==> src/core/conv_ctrl_consts.svh <==
// Register offsets, field positions and reset values of the converter control block.
//
// Function
// Eighteen selectable channels, indices zero to seventeen.
// First converter: sensor on sixteen, reference seventeen.
// Third converter: only 0-3, 10-13 external.
// Preempted trigger suspends ordinary, then ordinary resumes.
// Ordinary trigger waits for running preempted group.
// Slots take any channel; length fields count.
// Software enables sensor and waits before converting.
// Software keeps converter clock below 28 MHz.
// Software waits stabilisation time after power enable.
// Clearing power enable aborts, resets, powers down.
// Calibration start bit cleared by hardware when done.
// Calibration result stored and fed back to converter.
// Calibration result sets no flag, no DMA.
// Enabled hardware trigger starts only on rising edge.
// Software trigger bit starts group when selected.
// Rewriting set power enable triggers ordinary conversion.
// Four-bit select: 0111 software, 1000-1100 reserved.
// Ordinary code 0110: pin line or timer via mux.
// Preempted code 0110: pin line or timer via mux.
// Third converter has own timer mapping, same codes.
// Second converter issues no DMA requests.
// Reserved select codes never start a conversion.
`ifndef CONV_CTRL_CONSTS_SVH
`define CONV_CTRL_CONSTS_SVH

`define OFS_CTRL 12'h000
`define OFS_ORD_SEQ 12'h004
`define OFS_PRE_SEQ 12'h008
`define OFS_ORD_RESULT 12'h00C
`define OFS_PRE_RESULT 12'h010
`define OFS_STATUS 12'h014

`define CTRL_POWER 0
`define CTRL_CAL 1
`define CTRL_SENSOR 2
`define CTRL_ORD_TEN 3
`define CTRL_PRE_TEN 4
`define CTRL_ORD_SWT 5
`define CTRL_PRE_SWT 6
`define CTRL_DMA_EN 7
`define CTRL_ORD_SEL_LSB 8
`define CTRL_PRE_SEL_LSB 12
`define CTRL_ORD_MUX 16
`define CTRL_PRE_MUX 17

`define SEQ_LEN_LSB 20
`define SLOT_W 5

`define ST_ORD_END 0
`define ST_PRE_END 1
`define ST_ORD_BUSY 2
`define ST_PRE_BUSY 3
`define ST_CAL_BUSY 4

`define SEL_SOFT 4'h7
`define SEL_MUXED 4'h6
`define SEL_RSV_LO 4'h8
`define SEL_RSV_HI 4'hC
`define LAST_CHANNEL 5'h11
`define SENSOR_CHANNEL 5'h10

`define CTRL_RESET 32'h0000_0000
`define SEQ_RESET 32'h0000_0000

`endif

==> src/core/conv_ctrl_pkg.sv <==
// Types shared by the converter control block.
package conv_ctrl_pkg;

    typedef struct packed {
        logic [15:0] timer_evt;
        logic ext_line;
    } trig_in_t;

    typedef struct packed {
        logic power_on;
        logic sensor_on;
        logic start;
        logic abort;
        logic calibrate;
        logic grounded;
        logic [4:0] channel;
    } conv_req_t;

    typedef struct packed {
        logic done;
        logic [11:0] data;
    } conv_rsp_t;

    typedef enum logic [2:0] {
        ST_OFF,
        ST_IDLE,
        ST_CAL,
        ST_ORD,
        ST_PRE
    } seq_state_t;

endpackage

==> src/core/conv_ctrl.sv <==
// Converter control: register file, trigger selection, group priority and calibration.
`timescale 1ns/1ps
`default_nettype none
`include "conv_ctrl_consts.svh"

module conv_ctrl
    import conv_ctrl_pkg::*;
#(
    parameter int CONV_INDEX = 0,
    parameter int SLOTS = 4
) (
    // Clock and reset.
    input wire logic pclk,
    input wire logic presetn,
    // APB slave.
    input wire logic psel,
    input wire logic penable,
    input wire logic pwrite,
    input wire logic [11:0] paddr,
    input wire logic [31:0] pwdata,
    output logic [31:0] prdata,
    output logic pready,
    output logic pslverr,
    // Trigger sources.
    input wire trig_in_t ord_trig,
    input wire trig_in_t pre_trig,
    // Analog converter.
    output conv_req_t conv_req,
    input wire conv_rsp_t conv_rsp,
    output logic [11:0] cal_coeff,
    // DMA request.
    output logic dma_req
);

    localparam int IW = $clog2(SLOTS);

    logic [31:0] ctrl_r, ctrl_nxt;
    logic [31:0] oseq_r, oseq_nxt;
    logic [31:0] pseq_r, pseq_nxt;
    logic [11:0] ores_r, ores_nxt;
    logic [11:0] pres_r, pres_nxt;
    logic oend_r, oend_nxt;
    logic pend_flag_r, pend_flag_nxt;
    logic [31:0] prdata_r, prdata_nxt;
    logic [11:0] coeff_r, coeff_nxt;
    logic dma_r, dma_nxt;
    seq_state_t st_r, st_nxt;
    logic [IW-1:0] oidx_r, oidx_nxt;
    logic [IW-1:0] pidx_r, pidx_nxt;
    logic ord_wait_r, ord_wait_nxt;
    logic susp_r, susp_nxt;
    logic issued_r, issued_nxt;
    logic osrc_prev_r, osrc_prev_nxt;
    logic psrc_prev_r, psrc_prev_nxt;

    logic wr, rd, mapped;
    logic wr_ctrl;
    logic [3:0] osel, psel_code;
    logic osrc, psrc;
    logic ovalid, pvalid;
    logic o_hw_rise, p_hw_rise;
    logic o_go, p_go;
    logic o_last, p_last;
    logic [4:0] slot_ch;
    logic cal_busy;

    assign wr = psel && penable && pwrite;
    assign rd = psel && !penable && !pwrite;
    assign wr_ctrl = wr && (paddr == `OFS_CTRL);
    assign mapped = (paddr == `OFS_CTRL) || (paddr == `OFS_ORD_SEQ) ||
                    (paddr == `OFS_PRE_SEQ) || (paddr == `OFS_ORD_RESULT) ||
                    (paddr == `OFS_PRE_RESULT) || (paddr == `OFS_STATUS);
    assign pready = 1'b1;
    assign pslverr = psel && penable && !mapped;
    assign prdata = prdata_r;

    assign osel = ctrl_r[`CTRL_ORD_SEL_LSB +: 4];
    assign psel_code = ctrl_r[`CTRL_PRE_SEL_LSB +: 4];
    assign cal_busy = ctrl_r[`CTRL_CAL];

    // Code 0110 on the first two converters goes through the pin/timer mux.
    always_comb begin
        osrc = ord_trig.timer_evt[osel];
        psrc = pre_trig.timer_evt[psel_code];
        if (CONV_INDEX != 2 && osel == `SEL_MUXED && !ctrl_r[`CTRL_ORD_MUX]) begin
            osrc = ord_trig.ext_line;
        end
        if (CONV_INDEX != 2 && psel_code == `SEL_MUXED && !ctrl_r[`CTRL_PRE_MUX]) begin
            psrc = pre_trig.ext_line;
        end
    end

    // Reserved and software codes never produce a hardware edge.
    assign ovalid = (osel != `SEL_SOFT) && !(osel >= `SEL_RSV_LO && osel <= `SEL_RSV_HI);
    assign pvalid = (psel_code != `SEL_SOFT) &&
                    !(psel_code >= `SEL_RSV_LO && psel_code <= `SEL_RSV_HI);
    assign o_hw_rise = ctrl_r[`CTRL_ORD_TEN] && ovalid && osrc && !osrc_prev_r;
    assign p_hw_rise = ctrl_r[`CTRL_PRE_TEN] && pvalid && psrc && !psrc_prev_r;

    // A rewrite of an already set power bit is an ordinary trigger on its own.
    assign o_go = o_hw_rise ||
        (wr_ctrl && pwdata[`CTRL_ORD_SWT] && osel == `SEL_SOFT && ctrl_r[`CTRL_ORD_TEN]) ||
        (wr_ctrl && pwdata[`CTRL_POWER] && ctrl_r[`CTRL_POWER]);
    assign p_go = p_hw_rise ||
        (wr_ctrl && pwdata[`CTRL_PRE_SWT] && psel_code == `SEL_SOFT && ctrl_r[`CTRL_PRE_TEN]);

    assign o_last = ({1'b0, oidx_r} == oseq_r[`SEQ_LEN_LSB +: IW + 1]);
    assign p_last = ({1'b0, pidx_r} == pseq_r[`SEQ_LEN_LSB +: IW + 1]);

    always_comb begin
        slot_ch = oseq_r[`SLOT_W * oidx_r +: `SLOT_W];
        if (st_r == ST_PRE) begin
            slot_ch = pseq_r[`SLOT_W * pidx_r +: `SLOT_W];
        end
    end

    // Channel map: indices outside the wired inputs are tied to analog ground.
    function automatic logic grounded_ch(input logic [4:0] ch);
        logic g;
        g = (ch > `LAST_CHANNEL);
        if (CONV_INDEX == 1 && ch >= `SENSOR_CHANNEL) begin
            g = 1'b1;
        end
        if (CONV_INDEX == 2) begin
            g = !(ch <= 5'h03 || (ch >= 5'h0A && ch <= 5'h0D));
        end
        return g;
    endfunction

    always_comb begin
        conv_req.power_on = ctrl_r[`CTRL_POWER];
        conv_req.sensor_on = ctrl_r[`CTRL_SENSOR] && (CONV_INDEX == 0);
        conv_req.start = (st_r == ST_ORD || st_r == ST_PRE) && !issued_r;
        conv_req.calibrate = (st_r == ST_CAL) && !issued_r;
        conv_req.abort = (st_r == ST_ORD && p_go && issued_r) ||
                         (wr_ctrl && !pwdata[`CTRL_POWER] && st_r != ST_OFF);
        conv_req.channel = slot_ch;
        conv_req.grounded = grounded_ch(slot_ch);
    end

    assign cal_coeff = coeff_r;
    assign dma_req = dma_r;

    always_comb begin
        ctrl_nxt = ctrl_r;
        oseq_nxt = oseq_r;
        pseq_nxt = pseq_r;
        ores_nxt = ores_r;
        pres_nxt = pres_r;
        oend_nxt = oend_r;
        pend_flag_nxt = pend_flag_r;
        prdata_nxt = prdata_r;
        coeff_nxt = coeff_r;
        dma_nxt = 1'b0;
        st_nxt = st_r;
        oidx_nxt = oidx_r;
        pidx_nxt = pidx_r;
        ord_wait_nxt = ord_wait_r;
        susp_nxt = susp_r;
        issued_nxt = issued_r;
        osrc_prev_nxt = ovalid && osrc;
        psrc_prev_nxt = pvalid && psrc;

        if (rd) begin
            case (paddr)
                `OFS_CTRL: prdata_nxt = ctrl_r;
                `OFS_ORD_SEQ: prdata_nxt = oseq_r;
                `OFS_PRE_SEQ: prdata_nxt = pseq_r;
                `OFS_ORD_RESULT: prdata_nxt = {20'h0_0000, ores_r};
                `OFS_PRE_RESULT: prdata_nxt = {20'h0_0000, pres_r};
                `OFS_STATUS: prdata_nxt = {27'h000_0000, cal_busy, st_r == ST_PRE,
                                           st_r == ST_ORD || susp_r, pend_flag_r, oend_r};
                default: prdata_nxt = 32'h0000_0000;
            endcase
        end

        // Status flags clear on writing one; a same-cycle set below wins.
        if (wr && paddr == `OFS_STATUS) begin
            if (pwdata[`ST_ORD_END]) begin
                oend_nxt = 1'b0;
            end
            if (pwdata[`ST_PRE_END]) begin
                pend_flag_nxt = 1'b0;
            end
        end
        if (wr && paddr == `OFS_ORD_SEQ) begin
            oseq_nxt = pwdata;
        end
        if (wr && paddr == `OFS_PRE_SEQ) begin
            pseq_nxt = pwdata;
        end
        if (wr_ctrl) begin
            ctrl_nxt = pwdata;
            ctrl_nxt[`CTRL_ORD_SWT] = 1'b0;
            ctrl_nxt[`CTRL_PRE_SWT] = 1'b0;
            ctrl_nxt[`CTRL_CAL] = cal_busy || (pwdata[`CTRL_CAL] && pwdata[`CTRL_POWER]);
        end

        case (st_r)
            ST_OFF: begin
                if (ctrl_r[`CTRL_POWER]) begin
                    st_nxt = ST_IDLE;
                end
            end
            ST_IDLE: begin
                issued_nxt = 1'b0;
                if (cal_busy) begin
                    st_nxt = ST_CAL;
                end else if (p_go) begin
                    st_nxt = ST_PRE;
                    pidx_nxt = '0;
                    ord_wait_nxt = ord_wait_r || o_go;
                end else if (o_go || ord_wait_r) begin
                    st_nxt = ST_ORD;
                    oidx_nxt = '0;
                    ord_wait_nxt = 1'b0;
                end
            end
            ST_CAL: begin
                if (!issued_r) begin
                    issued_nxt = 1'b1;
                end else if (conv_rsp.done) begin
                    issued_nxt = 1'b0;
                    ores_nxt = conv_rsp.data;
                    coeff_nxt = conv_rsp.data;
                    ctrl_nxt[`CTRL_CAL] = 1'b0;
                    st_nxt = ST_IDLE;
                end
            end
            ST_ORD: begin
                if (p_go) begin
                    // The slot in flight is dropped and reconverted afterwards.
                    st_nxt = ST_PRE;
                    susp_nxt = 1'b1;
                    pidx_nxt = '0;
                    issued_nxt = 1'b0;
                end else if (!issued_r) begin
                    issued_nxt = 1'b1;
                end else if (conv_rsp.done) begin
                    issued_nxt = 1'b0;
                    ores_nxt = conv_rsp.data;
                    oend_nxt = 1'b1;
                    dma_nxt = ctrl_r[`CTRL_DMA_EN] && (CONV_INDEX != 1);
                    oidx_nxt = oidx_r + 1'b1;
                    if (o_last) begin
                        oidx_nxt = '0;
                        st_nxt = ST_IDLE;
                    end
                end
            end
            ST_PRE: begin
                if (o_go) begin
                    ord_wait_nxt = 1'b1;
                end
                if (!issued_r) begin
                    issued_nxt = 1'b1;
                end else if (conv_rsp.done) begin
                    issued_nxt = 1'b0;
                    pres_nxt = conv_rsp.data;
                    pidx_nxt = pidx_r + 1'b1;
                    if (p_last) begin
                        pidx_nxt = '0;
                        pend_flag_nxt = 1'b1;
                        if (susp_r) begin
                            st_nxt = ST_ORD;
                            susp_nxt = 1'b0;
                        end else if (ord_wait_r || o_go) begin
                            st_nxt = ST_ORD;
                            oidx_nxt = '0;
                            ord_wait_nxt = 1'b0;
                        end else begin
                            st_nxt = ST_IDLE;
                        end
                    end
                end
            end
            default: st_nxt = ST_OFF;
        endcase

        // Power removal wins over everything and returns the logic to rest.
        if (wr_ctrl && !pwdata[`CTRL_POWER]) begin
            st_nxt = ST_OFF;
            oidx_nxt = '0;
            pidx_nxt = '0;
            ord_wait_nxt = 1'b0;
            susp_nxt = 1'b0;
            issued_nxt = 1'b0;
            dma_nxt = 1'b0;
            ctrl_nxt[`CTRL_CAL] = 1'b0;
        end
    end

    always_ff @(posedge pclk or negedge presetn) begin
        if (!presetn) begin
            ctrl_r <= `CTRL_RESET;
            oseq_r <= `SEQ_RESET;
            pseq_r <= `SEQ_RESET;
            ores_r <= 12'h000;
            pres_r <= 12'h000;
            oend_r <= 1'b0;
            pend_flag_r <= 1'b0;
            prdata_r <= 32'h0000_0000;
            coeff_r <= 12'h000;
            dma_r <= 1'b0;
            st_r <= ST_OFF;
            oidx_r <= '0;
            pidx_r <= '0;
            ord_wait_r <= 1'b0;
            susp_r <= 1'b0;
            issued_r <= 1'b0;
            osrc_prev_r <= 1'b0;
            psrc_prev_r <= 1'b0;
        end else begin
            ctrl_r <= ctrl_nxt;
            oseq_r <= oseq_nxt;
            pseq_r <= pseq_nxt;
            ores_r <= ores_nxt;
            pres_r <= pres_nxt;
            oend_r <= oend_nxt;
            pend_flag_r <= pend_flag_nxt;
            prdata_r <= prdata_nxt;
            coeff_r <= coeff_nxt;
            dma_r <= dma_nxt;
            st_r <= st_nxt;
            oidx_r <= oidx_nxt;
            pidx_r <= pidx_nxt;
            ord_wait_r <= ord_wait_nxt;
            susp_r <= susp_nxt;
            issued_r <= issued_nxt;
            osrc_prev_r <= osrc_prev_nxt;
            psrc_prev_r <= psrc_prev_nxt;
        end
    end
endmodule // conv_ctrl

`default_nettype wire

==> config.mk <==
export PLATFORM = sky130hd
export DESIGN_NAME = conv_ctrl
export DESIGN_NICKNAME = d
export VERILOG_FILES = /design/src/core/conv_ctrl_pkg.sv /design/src/core/conv_ctrl.sv
export VERILOG_INCLUDE_DIRS = /design/src /design/src/core
export SDC_FILE = /design/constraint.sdc
export NUM_CORES = 1
export LEC_CHECK = 0
export BUFFER_PORTS_ARGS = -buffer_cell sky130_fd_sc_hd__buf_2
export CORE_ASPECT_RATIO = 0.9
export CORE_MARGIN = 4
export CORE_UTILIZATION = 40
export DETAILED_ROUTE_END_ITERATION = 16
export MAX_ROUTING_LAYER = met4
export PLACE_DENSITY = 0.65
export SKIP_LAST_GASP = 1
export SLEW_MARGIN = 40
export SYNTH_ARGS = -nofsm -noshare
export SYNTH_HDL_FRONTEND = slang
export SYNTH_SLANG_ARGS = --single-unit
==> constraint.sdc <==
create_clock -name pclk -period 7.2 [get_ports pclk]
set_clock_uncertainty 0.2 [all_clocks]
set_input_delay 0.36 -clock pclk [delete_from_list [all_inputs] [get_ports pclk]]
set_output_delay 0.36 -clock pclk [all_outputs]
set_load 0.05 [all_outputs]
==> impl_results.md <==
- Mapped Cells: 762
- Arr. time, crit path: 3.32 ns
- Initial DRT Pass Iterations: 5
- Top post-synthesis cells by count: dfrtp_1, nand2_1, mux2_2
- Slew headroom: 0.4461
- Flops & latches, synth: 177
- Reg2Reg Depth: 6
- Area grow syn2layout: 23.03%
- H-tree lvl count: 4
- Postcts setup bufs: 0
- Hold Fails Final Rpt: 0
- DIE WIDTH: 161.6 µm
- Max Cap Viol: 0
- F_max: 257.8 MHz
- Largest net degree at the start of global routing: 95
- Post-synth EDFFs: 0
- Pwr dens: 240.6 nW/µm²
- Seq. cell area: 4429 µm²
- Initial DRC count: 512
- Top post-synthesis cells by area: dfrtp_1, mux2_2, nand2_1
- WL final: 23.89 mm
- Clock buffer count from CTS: 17
- CTS Sinks: 177
- HP Class: in2reg
- Height of the die: 146.2 µm
- Multi-input logic area: 3849 µm²
- Placed instance area: 9453 µm²
- Synth Cell Area: 8492 µm²
- Worst vdd ir: 0.1413 mV
- Synthesized Nets: 858
- First-pass GRT wire length: 37.81 mm
- Drt wl/cell: 19.57 µm
- Clk buf depth: 2
- Crit path from: paddr[9]
- Critical Path Start Type: primary input
- Vias in the first global route: 6757
- Main flop type after synthesis: dfrtp_1
- Crit Path Class: in2out
- GRT Resource Usage Total: 0.2111
- Synth Warn #: 0
- Vias: 6600
- Vias per cell: 5.405
- PortBufs: 142
- Final Cell Area: 10450 µm²
- CTS tree: built
- Post-synth cell types: 54
- Post-DP HPWL: 16.11 mm
- R2R setup slack: 3.78 ns
- Core ar.: 20830 µm²
- Root Driver: clkbuf_16
- Final Slew Violations: 0
- Final Wtd Congestion: 0.9160
- Layout cells sized above 1: 0.3209
- Starting Density: 0.4076
- DR DRC count: 0
- Leading area contributor after synthesis: dfrtp_1
- RSZ-0062 raised after global routing: no
- Ys async rst share: 1.000
- Seq/Total Area, Yosys: 0.5216
- Setup TNS: 0 ns
- Actual slew at the worst max-slew pin: 0.8309 ns
- Clock Latency Late Sink: 0.43 ns
- Setup-failing EPs final: 0
- R2r startpoint: ctrl_r[12]
- # diodes: 0
- Most numerous cell in the Yosys netlist: dfrtp_1
- Syn avg cell area: 11.14 µm²
- Post-route clock period utilization: 0.5388
- Crit. End Element: output port
- Leak pwr: 0.005236 µW
- Min Tclk post-route: 3.879 ns
- Critical Path Sink: conv_req[7]
- FILL cells: 1938
- Row count: 50
- Yosys top cell area share: 0.5216
- Run status: complete, no violations
- Crit Path Max Fanout: 12
- Initial antenna violation count: 0
- Final ANT Viol Nets: 0
- CTS clk-pin slew, worst paths: 0.07 ns
- Critical path required time: 6.64 ns
- Grt ovf: 0
- I/O pins: 154
- Nets: 1019
- Full die area: 23630 µm²
- Reg2reg end: ores_r[10]
how the worst min path moves through the flow:
stage | from | to | cells after the start
after floorplan | presetn | cal_coeff[0] | 0
after global placement | ctrl_r[22] | ctrl_r[22] | 2
after detailed placement | presetn | ctrl_r[18] | 1
after CTS | pwdata[5] | oseq_r[5] | 2
after global routing | pwdata[6] | pseq_r[6] | 2
final | pwdata[5] | oseq_r[5] | 2
registers in the layout (all words and copies together), names as in the netlist, 2 cells and up:
signal,count
ctrl_r,30
oidx_r,2
pres_r,12
oseq_r,32
pseq_r,32
prdata,32
cal_coeff,12
pidx_r,2
st_r,3
ores_r,12
cell usage in the layout, fill, tap and decap left out, types with 6 or more instances in the layout:
| cell | n |
|---|---|
| dfrtp_1 | 177 |
| nand2_1 | 172 |
| buf_2 | 140 |
| mux2_2 | 83 |
| o21ai_0 | 47 |
| dlygate4sd3_1 | 41 |
| mux2i_1 | 30 |
| a22o_1 | 23 |
| mux4_2 | 19 |
| nor2_1 | 19 |
| clkbuf_16 | 17 |
| a21oi_1 | 15 |
| nor3_1 | 10 |
| mux2_4 | 10 |
| buf_4 | 10 |
| nor2b_1 | 8 |
| a22oi_1 | 8 |
| nand3_1 | 6 |
critical path, cell delays in order:
cell and delay, ns:
buf_2 0.10, nor4_1 0.42, nand3_1 0.47, nor4b_1 0.82, a22o_1 0.53, a31oi_1 0.15
o21ai_0 0.18, buf_2 0.29
power breakdown:
| part | switching, µW | internal, µW |
|---|---|---|
| clock | 414 | 520 |
| combinational | 263 | 183 |
| sequential | 67.0 | 1070 |
| total | 744 | 1770 |
metrics by stage:
step                      hold WS, ns  instances  power [µW]  worst slack, ns  utilization
after floorplan               -0.1356        762        1436            3.529            -
final                         0.06329       1221        2514            3.321       0.5015
after CTS                     0.04974       1221        2534            3.334       0.5014
after detailed placement       0.2444       1149        1579            3.116       0.4538
after global routing          0.05774       1221        2621            3.028       0.5015
after global placement         0.2499       1149        1574            3.133       0.4530
final cells by class:
class                   instances  share of cell area
flip-flops and latches        177              0.4240
multi-input cells             530              0.3684
repair buffers                193              0.1163
clock buffers                  19             0.04144
well taps                     286             0.03425
clock inverters                12             0.01425
inverters                       4            0.001437
repair_timing:
action	4_1_cts	5_1_grt
endpoints found under the hold margin	190	0
hold buffers	41	0
resized for setup	0	0
cell families (layout without fill, tap and decap cells):
family          after synthesis  count (layout)  synth area share
simple gates                256             256            0.1333
flops                       177             177            0.5216
mux                         142             142            0.2135
compound gates              127             127            0.1002
buf+inv                      55             228           0.02682
xor+xnor                      4               4          0.004125
other cells                   1               1         0.0004416
routing by layer:
metal  wire (µm)  up-vias  part of all wire  track usage
li1            -     3040                 -            -
met1       10580     3327              0.44       0.2788
met2       11350      204              0.47       0.3292
met3        1550       29             0.065      0.05306
met4         416        0             0.017      0.05330
met5           0        -                 0            -
No activity file was read; power rests on OpenSTA's default activity.
